===== src/pms_pkg.sv =====
// Purpose: shared constants and types for the phase mode selector
// Assumes: one 100 MHz clock, registers on a plain strobe port
// Notes: all offsets are byte addresses of 32-bit words
package pms_pkg;
    // -----------------------------------------------------------
    // clock and timing
    // -----------------------------------------------------------
    localparam int CLK_MHZ = 100;           // system clock rate
    localparam int DIODE_TARGET_NS = 40;    // body diode aim
    // nearest whole cycle count for the diode aim
    localparam int DIODE_TARGET_CYC = (DIODE_TARGET_NS * CLK_MHZ + 500) / 1000;
    localparam int OC_THRESHOLD_MV = 1500;  // fixed for all configs
    localparam int SLEW_DIV_DEF = 100;      // clocks per code step

    // -----------------------------------------------------------
    // register offsets
    // -----------------------------------------------------------
    localparam logic [7:0] OFS_CORE_CODE = 8'h00; // core voltage code
    localparam logic [7:0] OFS_AUX_CODE = 8'h04;  // aux voltage code
    localparam logic [7:0] OFS_STATE = 8'h08;     // live mode state
    localparam logic [7:0] OFS_IRQ_STAT = 8'h0C;  // sticky events
    localparam logic [7:0] OFS_IRQ_CLR = 8'h10;   // write one to clear
    localparam logic [7:0] OFS_IRQ_EN = 8'h14;    // interrupt enable
    localparam logic [7:0] OFS_ZC_THR = 8'h18;    // zero-cross codes

    // -----------------------------------------------------------
    // field layout and reset values
    // -----------------------------------------------------------
    localparam int CODE_W = 8;               // voltage code width
    localparam int THR_W = 6;                // zero-cross threshold width
    localparam int EVT_W = 6;                // event bits
    localparam int EVT_OC = 0;               // bits 1:0 overcurrent
    localparam int EVT_MODE = 2;             // bits 3:2 mode change
    localparam int EVT_RAMP = 4;             // bits 5:4 ramp done
    localparam logic [7:0] CODE_RST = 8'h00; // codes at reset
    localparam logic [5:0] THR_RST = 6'h20;  // threshold midscale
    localparam logic [5:0] EVT_RST = 6'h00;  // status and enable

    // -----------------------------------------------------------
    // types
    // -----------------------------------------------------------
    typedef enum logic [1:0] {
        PMS_OFF, PMS_ONE, PMS_TWO, PMS_THREE
    } pms_phases_e;

    typedef struct packed {
        pms_phases_e phases;    // active phase count
        logic diode_emulation;  // 1: single-phase diode emulation
    } pms_mode_s;

    typedef struct packed {
        logic core_phase3_sense; // strap high on third core sense
        logic core_phase2_sense; // strap high on second core sense
        logic core_phase1_sense; // strap high on first core sense
        logic aux_phase2_sense;  // strap high on second aux sense
        logic aux_phase1_sense;  // strap high on first aux sense
        logic power_state_bit1_n;
        logic power_state_bit0_n;
    } pms_strap_s;
endpackage : pms_pkg


===== src/pms_phase_mode_selector.sv =====
// Purpose: phase count and conduction mode selection, two outputs
// Assumes: all pin inputs are asynchronous and get synchronised
// Notes: index 0 is the core output, index 1 the auxiliary output
//
// Implementation choices: strobed register access and the address map.
`timescale 1ns/100ps
module pms_phase_mode_selector #(
    parameter int SLEW_DIV = pms_pkg::SLEW_DIV_DEF // clocks per step
) (
    input wire logic clock, // 100 MHz
    input wire logic rst, // async, high
    input wire pms_pkg::pms_strap_s strap_pins, // straps, state bits
    input wire logic [1:0] over_threshold, // monitor > limit
    input wire logic [1:0] cycle_start, // switching edge
    input wire logic [1:0] lowside_off, // low side released
    input wire logic [1:0] diode_conducting, // phase node negative
    input wire logic [7:0] reg_addr, // byte address
    input wire logic [31:0] reg_wdata, // write data
    input wire logic reg_write, // write strobe
    input wire logic reg_read, // read strobe
    output logic [31:0] reg_rdata, // one cycle later
    output pms_pkg::pms_mode_s core_mode, // applied core mode
    output pms_pkg::pms_mode_s aux_mode, // applied aux mode
    output logic [1:0] overcurrent, // oc flags
    output logic [7:0] core_dac_code, // core reference
    output logic [7:0] aux_dac_code, // aux reference
    output logic [1:0] decaying, // falling freely
    output logic fb_switch_close, // join feedbacks
    output logic fb2_track, // drive node 2
    output logic [5:0] core_zc_threshold, // comparator code
    output logic [5:0] aux_zc_threshold, // comparator code
    output logic irq // level interrupt
);
    // -----------------------------------------------------------
    // declarations
    // -----------------------------------------------------------
    localparam int NPIN = 15; // synchronised bits
    localparam logic [3:0] DIODE_AIM = 4'(pms_pkg::DIODE_TARGET_CYC);
    localparam logic [3:0] DCNT_MAX = 4'hF; // counter saturates
    localparam logic [5:0] THR_MAX = 6'h3F; // top threshold
    localparam logic [5:0] THR_MIN = 6'h00; // bottom threshold

    logic [NPIN-1:0] sync_a; // first stage only
    logic [NPIN-1:0] sync_b; // usable stage
    pms_pkg::pms_strap_s strap; // synced straps
    logic [1:0] oc_sync; // synced oc
    logic [1:0] cyc_sync; // synced cycle level
    logic [1:0] off_sync; // synced low side off
    logic [1:0] dio_sync; // synced diode level
    logic [1:0] cyc_prev; // edge detect
    logic [1:0] off_prev; // edge detect
    logic [1:0] cyc_edge; // boundary pulse
    logic [1:0] off_edge; // turn-off pulse

    pms_pkg::pms_mode_s want [2]; // decoded modes
    pms_pkg::pms_mode_s mode [2]; // applied modes
    logic core_two_cfg; // two-phase strap

    logic [7:0] target [2]; // software code
    logic [7:0] dac [2]; // reference code
    logic [15:0] slew_cnt; // divider
    logic slew_tick; // one-cycle step

    logic [3:0] dcnt [2]; // diode cycles
    logic [1:0] dmeas; // measuring
    logic [5:0] thr [2]; // comparator codes

    logic [5:0] evt_set; // event pulses
    logic [5:0] irq_stat; // sticky status
    logic [5:0] irq_en; // enable mask
    logic [1:0] oc_prev; // oc edge detect
    logic [1:0] ramping; // ramp in progress

    // -----------------------------------------------------------
    // decode functions
    // -----------------------------------------------------------
    // core: straps pick the configuration, power state bits shed
    function automatic pms_pkg::pms_mode_s decode_core(
        input pms_pkg::pms_strap_s s
    );
        pms_pkg::pms_mode_s m;
        logic both_low;
        logic bit0_low;
        m.phases = pms_pkg::PMS_THREE;
        m.diode_emulation = 1'b0;
        both_low = !s.power_state_bit0_n && !s.power_state_bit1_n;
        bit0_low = !s.power_state_bit0_n;
        if (s.core_phase1_sense) begin
            m.phases = pms_pkg::PMS_OFF;
        end else if (both_low) begin
            m.phases = pms_pkg::PMS_ONE;
            m.diode_emulation = 1'b1;
        end else if (s.core_phase3_sense && s.core_phase2_sense) begin
            m.phases = pms_pkg::PMS_ONE;
        end else if (s.core_phase3_sense) begin
            // two-phase config sheds phase two on bit0 low
            m.phases = bit0_low ? pms_pkg::PMS_ONE : pms_pkg::PMS_TWO;
        end else begin
            // code 01 is undefined; treated like 11
            m.phases = bit0_low ? pms_pkg::PMS_TWO : pms_pkg::PMS_THREE;
        end
        return m;
    endfunction : decode_core

    // aux: second sense strap picks one or two phases
    function automatic pms_pkg::pms_mode_s decode_aux(
        input pms_pkg::pms_strap_s s
    );
        pms_pkg::pms_mode_s m;
        m.phases = pms_pkg::PMS_TWO;
        m.diode_emulation = 1'b0;
        if (s.aux_phase1_sense) begin
            m.phases = pms_pkg::PMS_OFF;
        end else if (!s.power_state_bit0_n && !s.power_state_bit1_n) begin
            m.phases = pms_pkg::PMS_ONE;
            m.diode_emulation = 1'b1;
        end else if (s.aux_phase2_sense || !s.power_state_bit0_n) begin
            m.phases = pms_pkg::PMS_ONE;
        end else begin
            m.phases = pms_pkg::PMS_TWO;
        end
        return m;
    endfunction : decode_aux

    // saturating step of a threshold code
    function automatic logic [5:0] step_thr(
        input logic [5:0] t,
        input logic up
    );
        logic [5:0] r;
        r = t;
        if (up && t != THR_MAX) begin
            r = t + 6'h01;
        end else if (!up && t != THR_MIN) begin
            r = t - 6'h01;
        end
        return r;
    endfunction : step_thr

    // -----------------------------------------------------------
    // input synchronisers
    // -----------------------------------------------------------
    // two flops on every pin before any logic looks at it
    always_ff @(posedge clock or posedge rst) begin
        if (rst) begin
            sync_a <= '0;
            sync_b <= '0;
        end else begin
            sync_a <= {strap_pins, over_threshold, cycle_start,
                       lowside_off, diode_conducting};
            sync_b <= sync_a;
        end
    end

    assign strap = sync_b[14:8];
    assign oc_sync = sync_b[7:6];
    assign cyc_sync = sync_b[5:4];
    assign off_sync = sync_b[3:2];
    assign dio_sync = sync_b[1:0];

    // edge detectors read the second stage only
    always_ff @(posedge clock or posedge rst) begin
        if (rst) begin
            cyc_prev <= '0;
            off_prev <= '0;
            oc_prev <= '0;
        end else begin
            cyc_prev <= cyc_sync;
            off_prev <= off_sync;
            oc_prev <= oc_sync;
        end
    end

    assign cyc_edge = cyc_sync & ~cyc_prev;
    assign off_edge = off_sync & ~off_prev;

    // -----------------------------------------------------------
    // mode selection
    // -----------------------------------------------------------
    assign want[0] = decode_core(strap);
    assign want[1] = decode_aux(strap);

    // boundary-only changes keep pulses whole; disable acts at once
    always_ff @(posedge clock or posedge rst) begin
        if (rst) begin
            mode[0] <= '{phases: pms_pkg::PMS_OFF, diode_emulation: 1'b0};
            mode[1] <= '{phases: pms_pkg::PMS_OFF, diode_emulation: 1'b0};
        end else begin
            for (int i = 0; i < 2; i++) begin
                if (cyc_edge[i] || want[i].phases == pms_pkg::PMS_OFF) begin
                    mode[i] <= want[i];
                end
            end
        end
    end

    assign core_mode = mode[0];
    assign aux_mode = mode[1];

    // second feedback only exists in the two-phase core strap
    assign core_two_cfg = strap.core_phase3_sense && !strap.core_phase2_sense
                          && !strap.core_phase1_sense;

    // switch output is a flop so it never glitches on decode
    always_ff @(posedge clock or posedge rst) begin
        if (rst) begin
            fb_switch_close <= 1'b0;
            fb2_track <= 1'b0;
        end else begin
            fb_switch_close <= core_two_cfg
                && mode[0].phases == pms_pkg::PMS_TWO;
            // node two follows main while the switch is open
            fb2_track <= core_two_cfg
                && mode[0].phases != pms_pkg::PMS_TWO;
        end
    end

    // -----------------------------------------------------------
    // overcurrent
    // -----------------------------------------------------------
    // one fixed comparator limit, never scaled by phase count
    always_ff @(posedge clock or posedge rst) begin
        if (rst) begin
            overcurrent <= '0;
        end else begin
            overcurrent <= oc_sync;
        end
    end

    // -----------------------------------------------------------
    // voltage code slewing
    // -----------------------------------------------------------
    // divider producing the slew step enable
    always_ff @(posedge clock or posedge rst) begin
        if (rst) begin
            slew_cnt <= '0;
            slew_tick <= 1'b0;
        end else if (slew_cnt == 16'(SLEW_DIV - 1)) begin
            slew_cnt <= '0;
            slew_tick <= 1'b1;
        end else begin
            slew_cnt <= slew_cnt + 16'h0001;
            slew_tick <= 1'b0;
        end
    end

    // up steps are paced; down jumps and the load sets the fall
    always_ff @(posedge clock or posedge rst) begin
        if (rst) begin
            dac[0] <= pms_pkg::CODE_RST;
            dac[1] <= pms_pkg::CODE_RST;
            decaying <= '0;
        end else begin
            for (int i = 0; i < 2; i++) begin
                if (target[i] < dac[i]) begin
                    dac[i] <= target[i];
                    decaying[i] <= 1'b1;
                end else if (target[i] > dac[i]) begin
                    decaying[i] <= 1'b0;
                    if (slew_tick) begin
                        dac[i] <= dac[i] + 8'h01;
                    end
                end else begin
                    decaying[i] <= 1'b0;
                end
            end
        end
    end

    assign core_dac_code = dac[0];
    assign aux_dac_code = dac[1];

    // -----------------------------------------------------------
    // adaptive zero-cross threshold
    // -----------------------------------------------------------
    // long diode time means turn-off came too early: lower the code
    always_ff @(posedge clock or posedge rst) begin
        if (rst) begin
            dcnt[0] <= '0;
            dcnt[1] <= '0;
            dmeas <= '0;
            thr[0] <= pms_pkg::THR_RST;
            thr[1] <= pms_pkg::THR_RST;
        end else begin
            for (int i = 0; i < 2; i++) begin
                if (!mode[i].diode_emulation) begin
                    dmeas[i] <= 1'b0;                       // idle outside diode emulation
                    dcnt[i] <= '0;
                end else if (off_edge[i]) begin
                    dmeas[i] <= 1'b1;
                    dcnt[i] <= {3'b000, dio_sync[i]}; // diode may be on already
                end else if (dmeas[i] && dio_sync[i] && dcnt[i] != DCNT_MAX) begin
                    dcnt[i] <= dcnt[i] + 4'h1;
                end else if (dmeas[i]) begin
                    dmeas[i] <= 1'b0;
                    if (dcnt[i] > DIODE_AIM) begin
                        thr[i] <= step_thr(thr[i], 1'b0);
                    end else if (dcnt[i] < DIODE_AIM) begin
                        thr[i] <= step_thr(thr[i], 1'b1);
                    end
                end
            end
        end
    end

    assign core_zc_threshold = thr[0];
    assign aux_zc_threshold = thr[1];

    // -----------------------------------------------------------
    // events and interrupt
    // -----------------------------------------------------------
    always_comb begin
        evt_set = '0;
        for (int i = 0; i < 2; i++) begin
            evt_set[pms_pkg::EVT_OC + i] = oc_sync[i] && !oc_prev[i];
            evt_set[pms_pkg::EVT_MODE + i] = mode[i] != want[i] && cyc_edge[i];
            evt_set[pms_pkg::EVT_RAMP + i] = ramping[i] && target[i] == dac[i];
        end
    end

    // ramp marker so ramp done fires once per upward move
    always_ff @(posedge clock or posedge rst) begin
        if (rst) begin
            ramping <= '0;
        end else begin
            for (int i = 0; i < 2; i++) begin
                ramping[i] <= target[i] > dac[i];
            end
        end
    end

    // set wins over a clear in the same cycle
    always_ff @(posedge clock or posedge rst) begin
        if (rst) begin
            irq_stat <= pms_pkg::EVT_RST;
        end else if (reg_write && reg_addr == pms_pkg::OFS_IRQ_CLR) begin
            irq_stat <= (irq_stat & ~reg_wdata[5:0]) | evt_set;
        end else begin
            irq_stat <= irq_stat | evt_set;
        end
    end

    assign irq = |(irq_stat & irq_en);

    // -----------------------------------------------------------
    // register port
    // -----------------------------------------------------------
    // writable registers
    always_ff @(posedge clock or posedge rst) begin
        if (rst) begin
            target[0] <= pms_pkg::CODE_RST;
            target[1] <= pms_pkg::CODE_RST;
            irq_en <= pms_pkg::EVT_RST;
        end else if (reg_write) begin
            case (reg_addr)
                pms_pkg::OFS_CORE_CODE: target[0] <= reg_wdata[7:0];
                pms_pkg::OFS_AUX_CODE: target[1] <= reg_wdata[7:0];
                pms_pkg::OFS_IRQ_EN: irq_en <= reg_wdata[5:0];
                default: ; // read-only or unmapped: ignored
            endcase
        end
    end

    // read data appear the cycle after the strobe, zero otherwise
    always_ff @(posedge clock or posedge rst) begin
        if (rst) begin
            reg_rdata <= '0;
        end else if (reg_read) begin
            case (reg_addr)
                pms_pkg::OFS_CORE_CODE: reg_rdata <= {24'h00_0000, target[0]};
                pms_pkg::OFS_AUX_CODE: reg_rdata <= {24'h00_0000, target[1]};
                pms_pkg::OFS_STATE: reg_rdata <= {5'h00, dac[1], dac[0],
                    fb_switch_close, overcurrent, decaying, mode[1], mode[0]};
                pms_pkg::OFS_IRQ_STAT: reg_rdata <= {26'h000_0000, irq_stat};
                pms_pkg::OFS_IRQ_EN: reg_rdata <= {26'h000_0000, irq_en};
                pms_pkg::OFS_ZC_THR: reg_rdata <= {20'h0_0000, thr[1], thr[0]};
                default: reg_rdata <= '0; // unmapped and clear register
            endcase
        end else begin
            reg_rdata <= '0;
        end
    end
endmodule : pms_phase_mode_selector


===== config.mk =====
export PLATFORM = sky130hd
export DESIGN_NAME = pms_phase_mode_selector
export DESIGN_NICKNAME = d
export VERILOG_FILES = /design/src/pms_pkg.sv /design/src/pms_phase_mode_selector.sv
export SDC_FILE = /design/constraint.sdc
export NUM_CORES = 1
export LEC_CHECK = 0
export BUFFER_PORTS_ARGS = -buffer_cell sky130_fd_sc_hd__buf_2
export CORE_ASPECT_RATIO = 0.8
export CORE_MARGIN = 4
export CORE_UTILIZATION = 31
export DETAILED_ROUTE_END_ITERATION = 8
export PLACE_DENSITY = 0.58
export SYNTH_ARGS = -nofsm -noshare
export SYNTH_HDL_FRONTEND = slang
export SYNTH_SLANG_ARGS = --single-unit

===== constraint.sdc =====
create_clock -name clock -period 5.6 [get_ports clock]
set_input_delay 1.12 -clock clock [delete_from_list [all_inputs] [get_ports clock]]
set_output_delay 1.12 -clock clock [all_outputs]
set_load 0.005 [all_outputs]

==> results of run 1 <==
## routing by layer
layer,wire [µm],vias up
li1,-,2456
met1,8390,2404
met2,7460,107
met3,934,15
met4,161,4
met5,34,-
## through the flow
step	hold slack, ns	instances	worst slack [ns]	total power [W]
3_3_place_gp	0.334	1034	2.10	0.00186
5_1_grt	0.355	1066	2.32	0.00318
2_1_floorplan	0.331	645	0.220	0.00168
3_5_place_dp	0.335	1034	2.09	0.00187
6_report	0.349	1067	2.54	0.00300
4_1_cts	0.350	1066	2.55	0.00305
## synthesized netlist by cell type (15+ instances only)
master   count
nand2_1     36
nor3_1      30
mux2_2      39
a21oi_1     18
nor2_1      50
dfrtp_1    156
inv_1       35
nand4_1     17
nand3_1     16
xor2_1      15
ha_1        28
xnor2_1     37
## final timing paths
check | to | slack (ns) | from | cells past startpoint
min in group asynchronous | sync_a[4] | 0.90 | rst | 2
min reg2reg | sync_b[12] | 0.35 | sync_a[12] | 0
max reg2reg | core_zc_threshold[4] | 2.69 | dcnt[4] | 11
max | reg_rdata[11] | 2.54 | reg_addr[3] | 5
min | sync_b[12] | 0.35 | sync_a[12] | 0
max in group asynchronous | aux_zc_threshold[5] | 3.71 | rst | 3
## report_power, final
group	internal, W	switching (W)	leakage (nW)
registers	0.00122	0.0000906	2.04
logic	0.000239	0.000286	1.84
clock network	0.000608	0.000558	0.296
## worst register-to-register path, delay by kind of cell, from the launching register on
kind	cells	cell delay, ns
AOI/OAI and AO/OA	2	0.27
xor gates and xnor gates	2	0.28
adders and majority gates	2	0.41
buffers and inverters	1	0.13
DFF	1	0.40
muxes	1	0.25
and+or+nand+nor	3	1.05
## cell families (layout without fill, tap and decap cells)
| group | after synthesis | after routing | synth area share (%) |
|---|---|---|---|
| AND/OR/NAND/NOR | 198 | 198 | 14.2 |
| adder cells (fa/ha/maj) | 28 | 28 | 4.75 |
| flip-flops | 158 | 158 | 53.7 |
| multiplexers | 56 | 56 | 9.18 |
| other | 1 | 6 | 0.0509 |
| buffers and inverters | 62 | 171 | 3.53 |
| XOR/XNOR | 52 | 52 | 6.18 |
| AO/OA/AOI/OAI | 86 | 86 | 8.45 |
## flip-flops by register name (all words and copies together) (netlist names), 8 cells and up
register,count
target,16
sync_b,15
core_dac_code,8
dcnt,8
slew_cnt,16
reg_rdata,27
aux_dac_code,8
sync_a,15
## layout by cell type (no fill, tap or decap), types with 4 or more instances in the layout
master,n
o21ai_0,10
a22o_1,8
inv_6,7
a21oi_1,18
and3_1,4
clkinv_8,7
mux4_2,5
nand4_1,17
xnor2_1,37
mux2_2,39
nand3_1,16
a31oi_1,5
nor4_1,4
nor2_1,50
conb_1,5
nor2b_1,8
xor2_1,15
a22oi_1,4
ha_1,28
nand2b_1,6
buf_2,102
dfrtp_1,156
nor3_1,30
nand2_1,36
a221oi_1,7
clkbuf_16,17
mux2i_1,11
inv_1,34
a21o_1,6
## final cells by class
cell class                 instances  area (µm²)  share of cell area, %
clock buffer                      17         425                   4.84
inverter                          35         136                   1.55
multi-input combinational        425        3170                   36.0
antenna                            1        2.50                 0.0284
timing repair buffer             104         526                   5.97
clock inverter                    15         191                   2.18
sequential                       158        3960                   45.0
tap                              312         390                   4.44
==> impl_metrics.yaml, run 1 <==
routing:
  post_drt_via_cell_ratio: 4.67
  first_pass_iters: 4
  drt_iter0_markers: 294
  ant_nets: 0
  vias: 4986
  drc: 0
  post_drt_wl_per_cell_um: 15.9
  routed_wl_um: 17000
global_routing:
  grt_pass1_wl_um: 27800
  grt.met3_usage_pct: 4.75
  grt-busiest-layer: "met1"
  grt_pass1_vias: 4899
  antenna_found_initial: 2
  grt_usage_pct: 13.3
  gr-usage-met2_pct: 19.0
  globalRouteOverflowTotal: 0
  grt_max_degree: 99
  grtUsageMet1_pct: 19.4
setup_path:
  cp.arrival_ns: 3.43
  crit_path_start_kind: "input pin"
  cp.required_ns: 5.97
  cpLargestDelayFamily: "simple AND/OR/NAND/NOR gates"
  cp_max_fo: 17
  critPathMaxStageDelay_ns: 0.67
  critPathCaptureType: "flip-flop"
  criticalPathCategory: "input pin to flip-flop"
  path_buf_inv: 1
  path_cells: "buf_2, nor2b_1, nand3_1, nor2_1, a22o_1"
  crit_slowest_cell: "nand3_1"
synthesis:
  yosysWarnings: 0
  synthCells: 641
  async_flop_share_pct: 100
  synth-edff-count: 0
  synth_area_leader_cell: "dfrtp_1"
  synth_top_area_share_pct: 53.0
  syn_area_per_cell_um2: 11.5
  yosysUniqueCellTypes: 64
  synth_seq_cells: 158
  ys_seq_area_share_pct: 53.7
  synthFlopType: "dfrtp_1"
  ys_top_cells_by_area: "dfrtp_1, mux2_2, ha_1"
  netlist_area_mm2: 0.00737
final_layout:
  areaGrowthSynthToFinish_pct: 19.4
  n_fill_cell: 2326
  finalInstanceArea_mm2: 0.00880
  drive_gt1_share_pct: 25.9
  fin_util_pct: 37.6
  nets: 828
timing:
  slew_headroom_pct: 41.0
  rsz0062_at_grt: "no"
  slew_viol_final: 0
  setup_violations: 0
  hold_violations: 0
  skew_ns: 0.0125
  finalCritPeriodShare_pct: 54.6
  max_freq_mhz: 327
  worst_slew_pin_slew_ns: 0.885
  setup_tns_ns: 0
  min_period_ns: 3.06
floorplanning:
  num_io_pins: 132
  fp-row-count: 50
  dieArea_mm2: 0.0263
  die_w_um: 180
  die_h_um: 146
  coreArea_mm2: 0.0234
  start_util_pct: 31.5
clocking:
  ctsHoldBuffers: 0
  clock_sinks: 158
  numCtsBuffers: 17
  ctsResizeCount: 0
  tritoncts: "built"
  clock_path_buffers: 2
  clk_latency_ns: 0.43
  post_cts_buffers: 0
  cts_root_buffer: "clkbuf_16"
  path_clk_slew_ns: 0.07
  h-tree-depth: 4
placement:
  place.gp.congestion: 0.795
  post-dp-hpwl_um: 12300
  dpl_cell_area_mm2: 0.00818
  io_buffers: 102
run:
  drv_cap: 0
power_and_ir_drop:
  power.density_mw_per_mm2: 341
  ir_drop_mv: 0.194
  power.leakage_nw: 4.17
min_path:
  hold_path_class: "flip-flop to flip-flop"
outcome:
  run_status: "finished clean"
Note: power is estimated with default switching activity, not from simulation.
==> run 2, diff against run 1 <==
--- a/config.mk
+++ b/config.mk
@@ -10,7 +10,7 @@
 export CORE_MARGIN = 4
 export CORE_UTILIZATION = 31
 export DETAILED_ROUTE_END_ITERATION = 8
-export PLACE_DENSITY = 0.58
+export PLACE_DENSITY = 0.56
 export SYNTH_ARGS = -nofsm -noshare
 export SYNTH_HDL_FRONTEND = slang
 export SYNTH_SLANG_ARGS = --single-unit
==> constraint.sdc (replaced) <==
create_clock -name clock -period 2.9 [get_ports clock]
set_input_delay 0.58 -clock clock [delete_from_list [all_inputs] [get_ports clock]]
set_output_delay 0.58 -clock clock [all_outputs]
set_load 0.005 [all_outputs]
==> impl_metrics.yaml, run 2 (synthesis results as in run 1) <==
floorplanning:
  num_io_pins: 132
  die_h_um: 146
  dieArea_mm2: 0.0263
  die_w_um: 180
  coreArea_mm2: 0.0234
  start_util_pct: 31.5
  fp-row-count: 50
clocking:
  clock_sinks: 158
  path_clk_slew_ns: 0.07
  cts_root_buffer: "clkbuf_16"
  numCtsBuffers: 17
  h-tree-depth: 4
  clk_latency_ns: 0.43
  ctsHoldBuffers: 0
  post_cts_buffers: 0
  clock_path_buffers: 2
  ctsResizeCount: 0
  tritoncts: "built"
global_routing:
  globalRouteOverflowTotal: 0
  antenna_found_initial: 2
  grt_usage_pct: 13.4
  grt_max_degree: 159
  grt_pass1_vias: 5019
  grt_pass1_wl_um: 28200
outcome:
  run_status: "finished clean"
power_and_ir_drop:
  p_seq_share_pct: 44.7
  ir_drop_mv: 0.285
  swShare_pct: 30.1
  power_frac_comb_pct: 18.7
  power.density_mw_per_mm2: 644
  clkPwrFrac_pct: 36.6
  power.leakage_nw: 4.17
  p_int_w: 0.00395
  power.switching_w: 0.00170
timing:
  worst_slew_pin_slew_ns: 0.859
  setup_violations: 0
  min_period_ns: 2.35
  max_freq_mhz: 426
  setup_tns_ns: 0
  slew_viol_final: 0
  slew_headroom_pct: 42.7
  finalCritPeriodShare_pct: 81.0
  skew_ns: 0.0158
  rsz0062_at_grt: "no"
  hold_violations: 0
final_layout:
  final_cell_mix: "dfrtp_1, buf_2, nor2_1"
  areaGrowthSynthToFinish_pct: 19.2
  drive_gt1_share_pct: 26.4
  fin_cells: 1074
  fin_util_pct: 37.6
  top_register: "reg_rdata"
  reg.largest.list: "reg_rdata (27), slew_cnt (16), target (16)"
  n_fill_cell: 2302
  diodes: 0
  final_common_cell: "dfrtp_1"
  largest_reg_flops: 27
  nets: 836
setup_path:
  cp_max_fo: 4
  r2r_cells: 11
  crit_slowest_cell: "dfrtp_1"
  path_cells: "inv_1, ha_1, and2b_1, nor2_1, xnor2_1, ha_1, and2_1, mux2_2, a22oi_1, a21oi_1, xor2_1"
  r2r_setup_slack_ns: 0.55
  critPathCaptureType: "flip-flop"
  r2r_end: "core_zc_threshold[4]"
  cp.required_ns: 3.21
  critPathMaxStageDelay_ns: 0.40
  timing.rr.start: "dcnt[4]"
  crit_path_start_kind: "flip-flop"
  cp.arrival_ns: 2.66
  criticalPathCategory: "flip-flop to flip-flop"
  path_common_cell: "ha_1"
  path_buf_inv: 1
  cpLargestDelayFamily: "simple AND/OR/NAND/NOR gates"
routing:
  post_drt_via_cell_ratio: 4.72
  drc: 0
  ant_nets: 0
  vias: 5064
  first_pass_iters: 4
  drt_iter0_markers: 288
  post_drt_wl_per_cell_um: 16.1
  routed_wl_um: 17300
placement:
  place.gp.congestion: 0.796
  post-dp-hpwl_um: 12500
  io_buffers: 102
  dp.cells: 1042
min_path:
  hold_path_class: "input pin to flip-flop"
  hold-path-cell-count: 1
  min_to: "sync_a[1]"
  hp-start: "diode_conducting[1]"
run:
  drv_cap: 0
-- run 2: cell count changes in the layout (fill, tap and decap cells not counted), moves of 2 or more --
cell        change
clkinv_8        -7
buf_4           +7
clkinvlp_4      +3
clkbuf_1        +2
clkinv_4        +4
inv_6           -2
-- run 2: routing by layer --
layer	vias up	track usage (%)	part of all wire (%)
li1	2475	-	-
met1	2458	19.4	50
met2	105	19.7	43
met3	22	3.87	5.2
met4	4	3.97	1.5
met5	-	0	0.16
-- run 2: power by group through the flow --
stage               clock (W)  sequential [W]  combinational, W
global placement            0         0.00257           0.00106
floorplan                   0         0.00253          0.000725
detailed placement          0         0.00257           0.00107
CTS                   0.00214         0.00253           0.00107
finish                0.00207         0.00253           0.00106
global route          0.00222         0.00256           0.00121
-- run 2: per-stage QoR --
stage / setup WS [ns] / instance area, µm² / hold slack (ns) / power [W]
floorplan: 0.321 / 7390 / 0.331 / 0.00325
detailed placement: 0.379 / 8250 / 0.335 / 0.00364
CTS: 0.527 / 8790 / 0.236 / 0.00574
global placement: 0.389 / 8250 / 0.334 / 0.00363
finish: 0.551 / 8790 / 0.254 / 0.00566
global route: 0.372 / 8790 / 0.235 / 0.00599
-- run 2: worst reg2reg max path, cell delays in order (launching register included) --
cell	delay [ns]
dfrtp_1	0.40
inv_1	0.13
ha_1	0.19
and2b_1	0.22
nor2_1	0.16
xnor2_1	0.09
ha_1	0.22
and2_1	0.16
mux2_2	0.26
a22oi_1	0.18
a21oi_1	0.10
xor2_1	0.15
-- run 2: final cells by class --
cell class / count / area, µm² / area share, %
multi-input cells: 425 / 3170 / 36.1
clock inverters: 13 / 108 / 1.22
repair buffers: 112 / 598 / 6.80
inverters: 35 / 135 / 1.54
well taps: 312 / 390 / 4.44
flip-flops and latches: 158 / 3960 / 45.0
clock buffers: 19 / 433 / 4.93
-- run 2: how the worst max path moves through the flow --
| stage | slack [ns] | cells past startpoint | endpoint | from |
|---|---|---|---|---|
| finish | 0.55 | 11 | core_zc_threshold[4] | dcnt[4] |
| global route | 0.37 | 11 | core_zc_threshold[4] | dcnt[4] |
| CTS | 0.53 | 11 | core_zc_threshold[4] | dcnt[4] |
| detailed placement | 0.38 | 6 | target[3] | reg_addr[1] |
| global placement | 0.39 | 6 | target[3] | reg_addr[1] |
| floorplan | 0.32 | 1 | aux_dac_code[0] | rst |
==> run 3, diff against run 2 <==
==> constraint.sdc (replaced) <==
create_clock -name clock -period 2.19 [get_ports clock]
set_input_delay 0.438 -clock clock [delete_from_list [all_inputs] [get_ports clock]]
set_output_delay 0.438 -clock clock [all_outputs]
set_load 0.005 [all_outputs]
==> impl_metrics.yaml, run 3 (synthesis results as in run 1) <==
setup_path:
  path_cells: "inv_2, ha_4, and2b_1, buf_6, or4b_4, o211ai_1, buf_4, nor3_2, a221oi_1, nand3b_1"
  cp.required_ns: 2.54
  critPathMaxStageDelay_ns: 0.46
  path_buf_inv: 3
  cpLargestDelayFamily: "simple AND/OR/NAND/NOR gates"
  crit_slowest_cell: "or4b_4"
  criticalPathCategory: "flip-flop to flip-flop"
  critPathCaptureType: "flip-flop"
  cp.arrival_ns: 2.52
  crit_path_start_kind: "flip-flop"
  cp_max_fo: 3
routing:
  first_pass_iters: 4
  post_drt_via_cell_ratio: 4.71
  drc: 0
  ant_nets: 0
  drt_iter0_markers: 322
  wl_met3_um: 1180
  vias: 5371
  post_drt_wl_per_cell_um: 16.3
  routed_wl_um: 18600
  wl_met2_um: 7870
  topRoutingLayerUsed: "met5"
  wl_met1_um: 9070
timing:
  rsz0062_at_grt: "yes"
  finalCritPeriodShare_pct: 98.8
  slew_headroom_pct: 61.8
  min_period_ns: 2.16
  max_freq_mhz: 462
  setup_tns_ns: 0
  worst_slew_pin_slew_ns: 0.571
  hold_violations: 0
  skew_ns: 0.00846
  slew_viol_final: 0
  setup_violations: 0
final_layout:
  nets: 902
  final_common_cell: "dfrtp_1"
  areaGrowthSynthToFinish_pct: 28.2
  final_cell_mix: "dfrtp_1, buf_2, buf_4"
  n_fill_cell: 2278
  drive_gt1_share_pct: 33.6
  largest_reg_flops: 27
  reg.largest.list: "reg_rdata (27), slew_cnt (16), target (16)"
  finalInstanceArea_mm2: 0.00945
  top_register: "reg_rdata"
placement:
  io_buffers: 102
  place.gp.congestion: 0.849
  dpl_cell_area_mm2: 0.00867
  post-dp-hpwl_um: 13700
min_path:
  hold_path_class: "input pin to flip-flop"
floorplanning:
  fp-row-count: 50
  num_io_pins: 132
  die_h_um: 146
  dieArea_mm2: 0.0263
  die_w_um: 180
  coreArea_mm2: 0.0234
  start_util_pct: 31.5
clocking:
  numCtsBuffers: 17
  tritoncts: "built"
  h-tree-depth: 4
  clock_sinks: 158
  clk_latency_ns: 0.43
  path_clk_slew_ns: 0.07
  clock_path_buffers: 2
  cts_root_buffer: "clkbuf_16"
global_routing:
  grt_max_degree: 81
  globalRouteOverflowTotal: 0
  antenna_found_initial: 5
  grt_usage_pct: 14.5
  grt_pass1_vias: 5480
  grt_pass1_wl_um: 30400
outcome:
  run_status: "finished clean"
run:
  drv_cap: 0
power_and_ir_drop:
  power.leakage_nw: 4.57
  ir_drop_mv: 0.561
  power.density_mw_per_mm2: 874
## run 3: cell count changes in the layout (fill, tap and decap cells not counted), moves of 3 or more
cell       previous run  this run
bufinv_16             0         4
clkinv_4              5         1
inv_6                 5         8
buf_4                 9        72
## run 3: final timing paths
check,start,endpoint,slack (ns),depth (start not counted)
setup / recovery,dcnt[4],core_zc_threshold[5],0.03,10
hold / removal,strap_pins[0],sync_a[8],0.11,1
setup reg to reg,dcnt[4],core_zc_threshold[5],0.03,10
hold reg to reg,sync_a[9],sync_b[9],0.35,0
max in group asynchronous,rst,core_mode[0],0.89,4
min in group asynchronous,rst,reg_rdata[19],0.55,3
## run 3: routing by layer
metal  up-vias  GRT usage [%]
met1      2574           20.9
met2       134           20.8
li1       2621              -
met4         8           4.72
met5         -              0
met3        34           4.72
## run 3: area by class of cell
type,instances,area (µm²),share of cell area [%]
tap,312,390,4.13
clock buffer,17,425,4.50
inverter,35,135,1.43
clock inverter,15,218,2.30
antenna,1,2.50,0.0265
sequential,158,3960,41.9
multi-input combinational,425,3210,34.0
timing repair buffer,178,1110,11.8
## run 3: per-stage QoR
stage | hold WS (ns) | setup slack, ns | power (W) | utilization [%] | std cells
finish | 0.108 | 0.0266 | 0.00825 | 40.4 | 1141
global route | 0.0852 | -0.156 | 0.00869 | 40.4 | 1141
floorplan | 0.331 | -0.247 | 0.00431 | - | 645
global placement | 0.335 | -0.0143 | 0.00501 | 37.1 | 1096
detailed placement | 0.337 | -0.0434 | 0.00503 | 37.1 | 1096
CTS | 0.0838 | 0.0121 | 0.00834 | 40.1 | 1135
## run 3: report_power, final
part           internal (W)  total, W  leakage (nW)  switching, W
Combinational      0.000818   0.00171          2.22      0.000891
Sequential          0.00312   0.00327          2.04      0.000146
Clock               0.00195   0.00328         0.313       0.00133
## run 3: what timing repair did
item | CTS | global route
gates resized for setup | 4 | 6
endpoints found under the hold margin | 11 | 0
hold buffers | 1 | 0
pin swaps | 7 | 3
endpoints found under the setup margin | 10 | 7
buffers inserted | 6 | 5
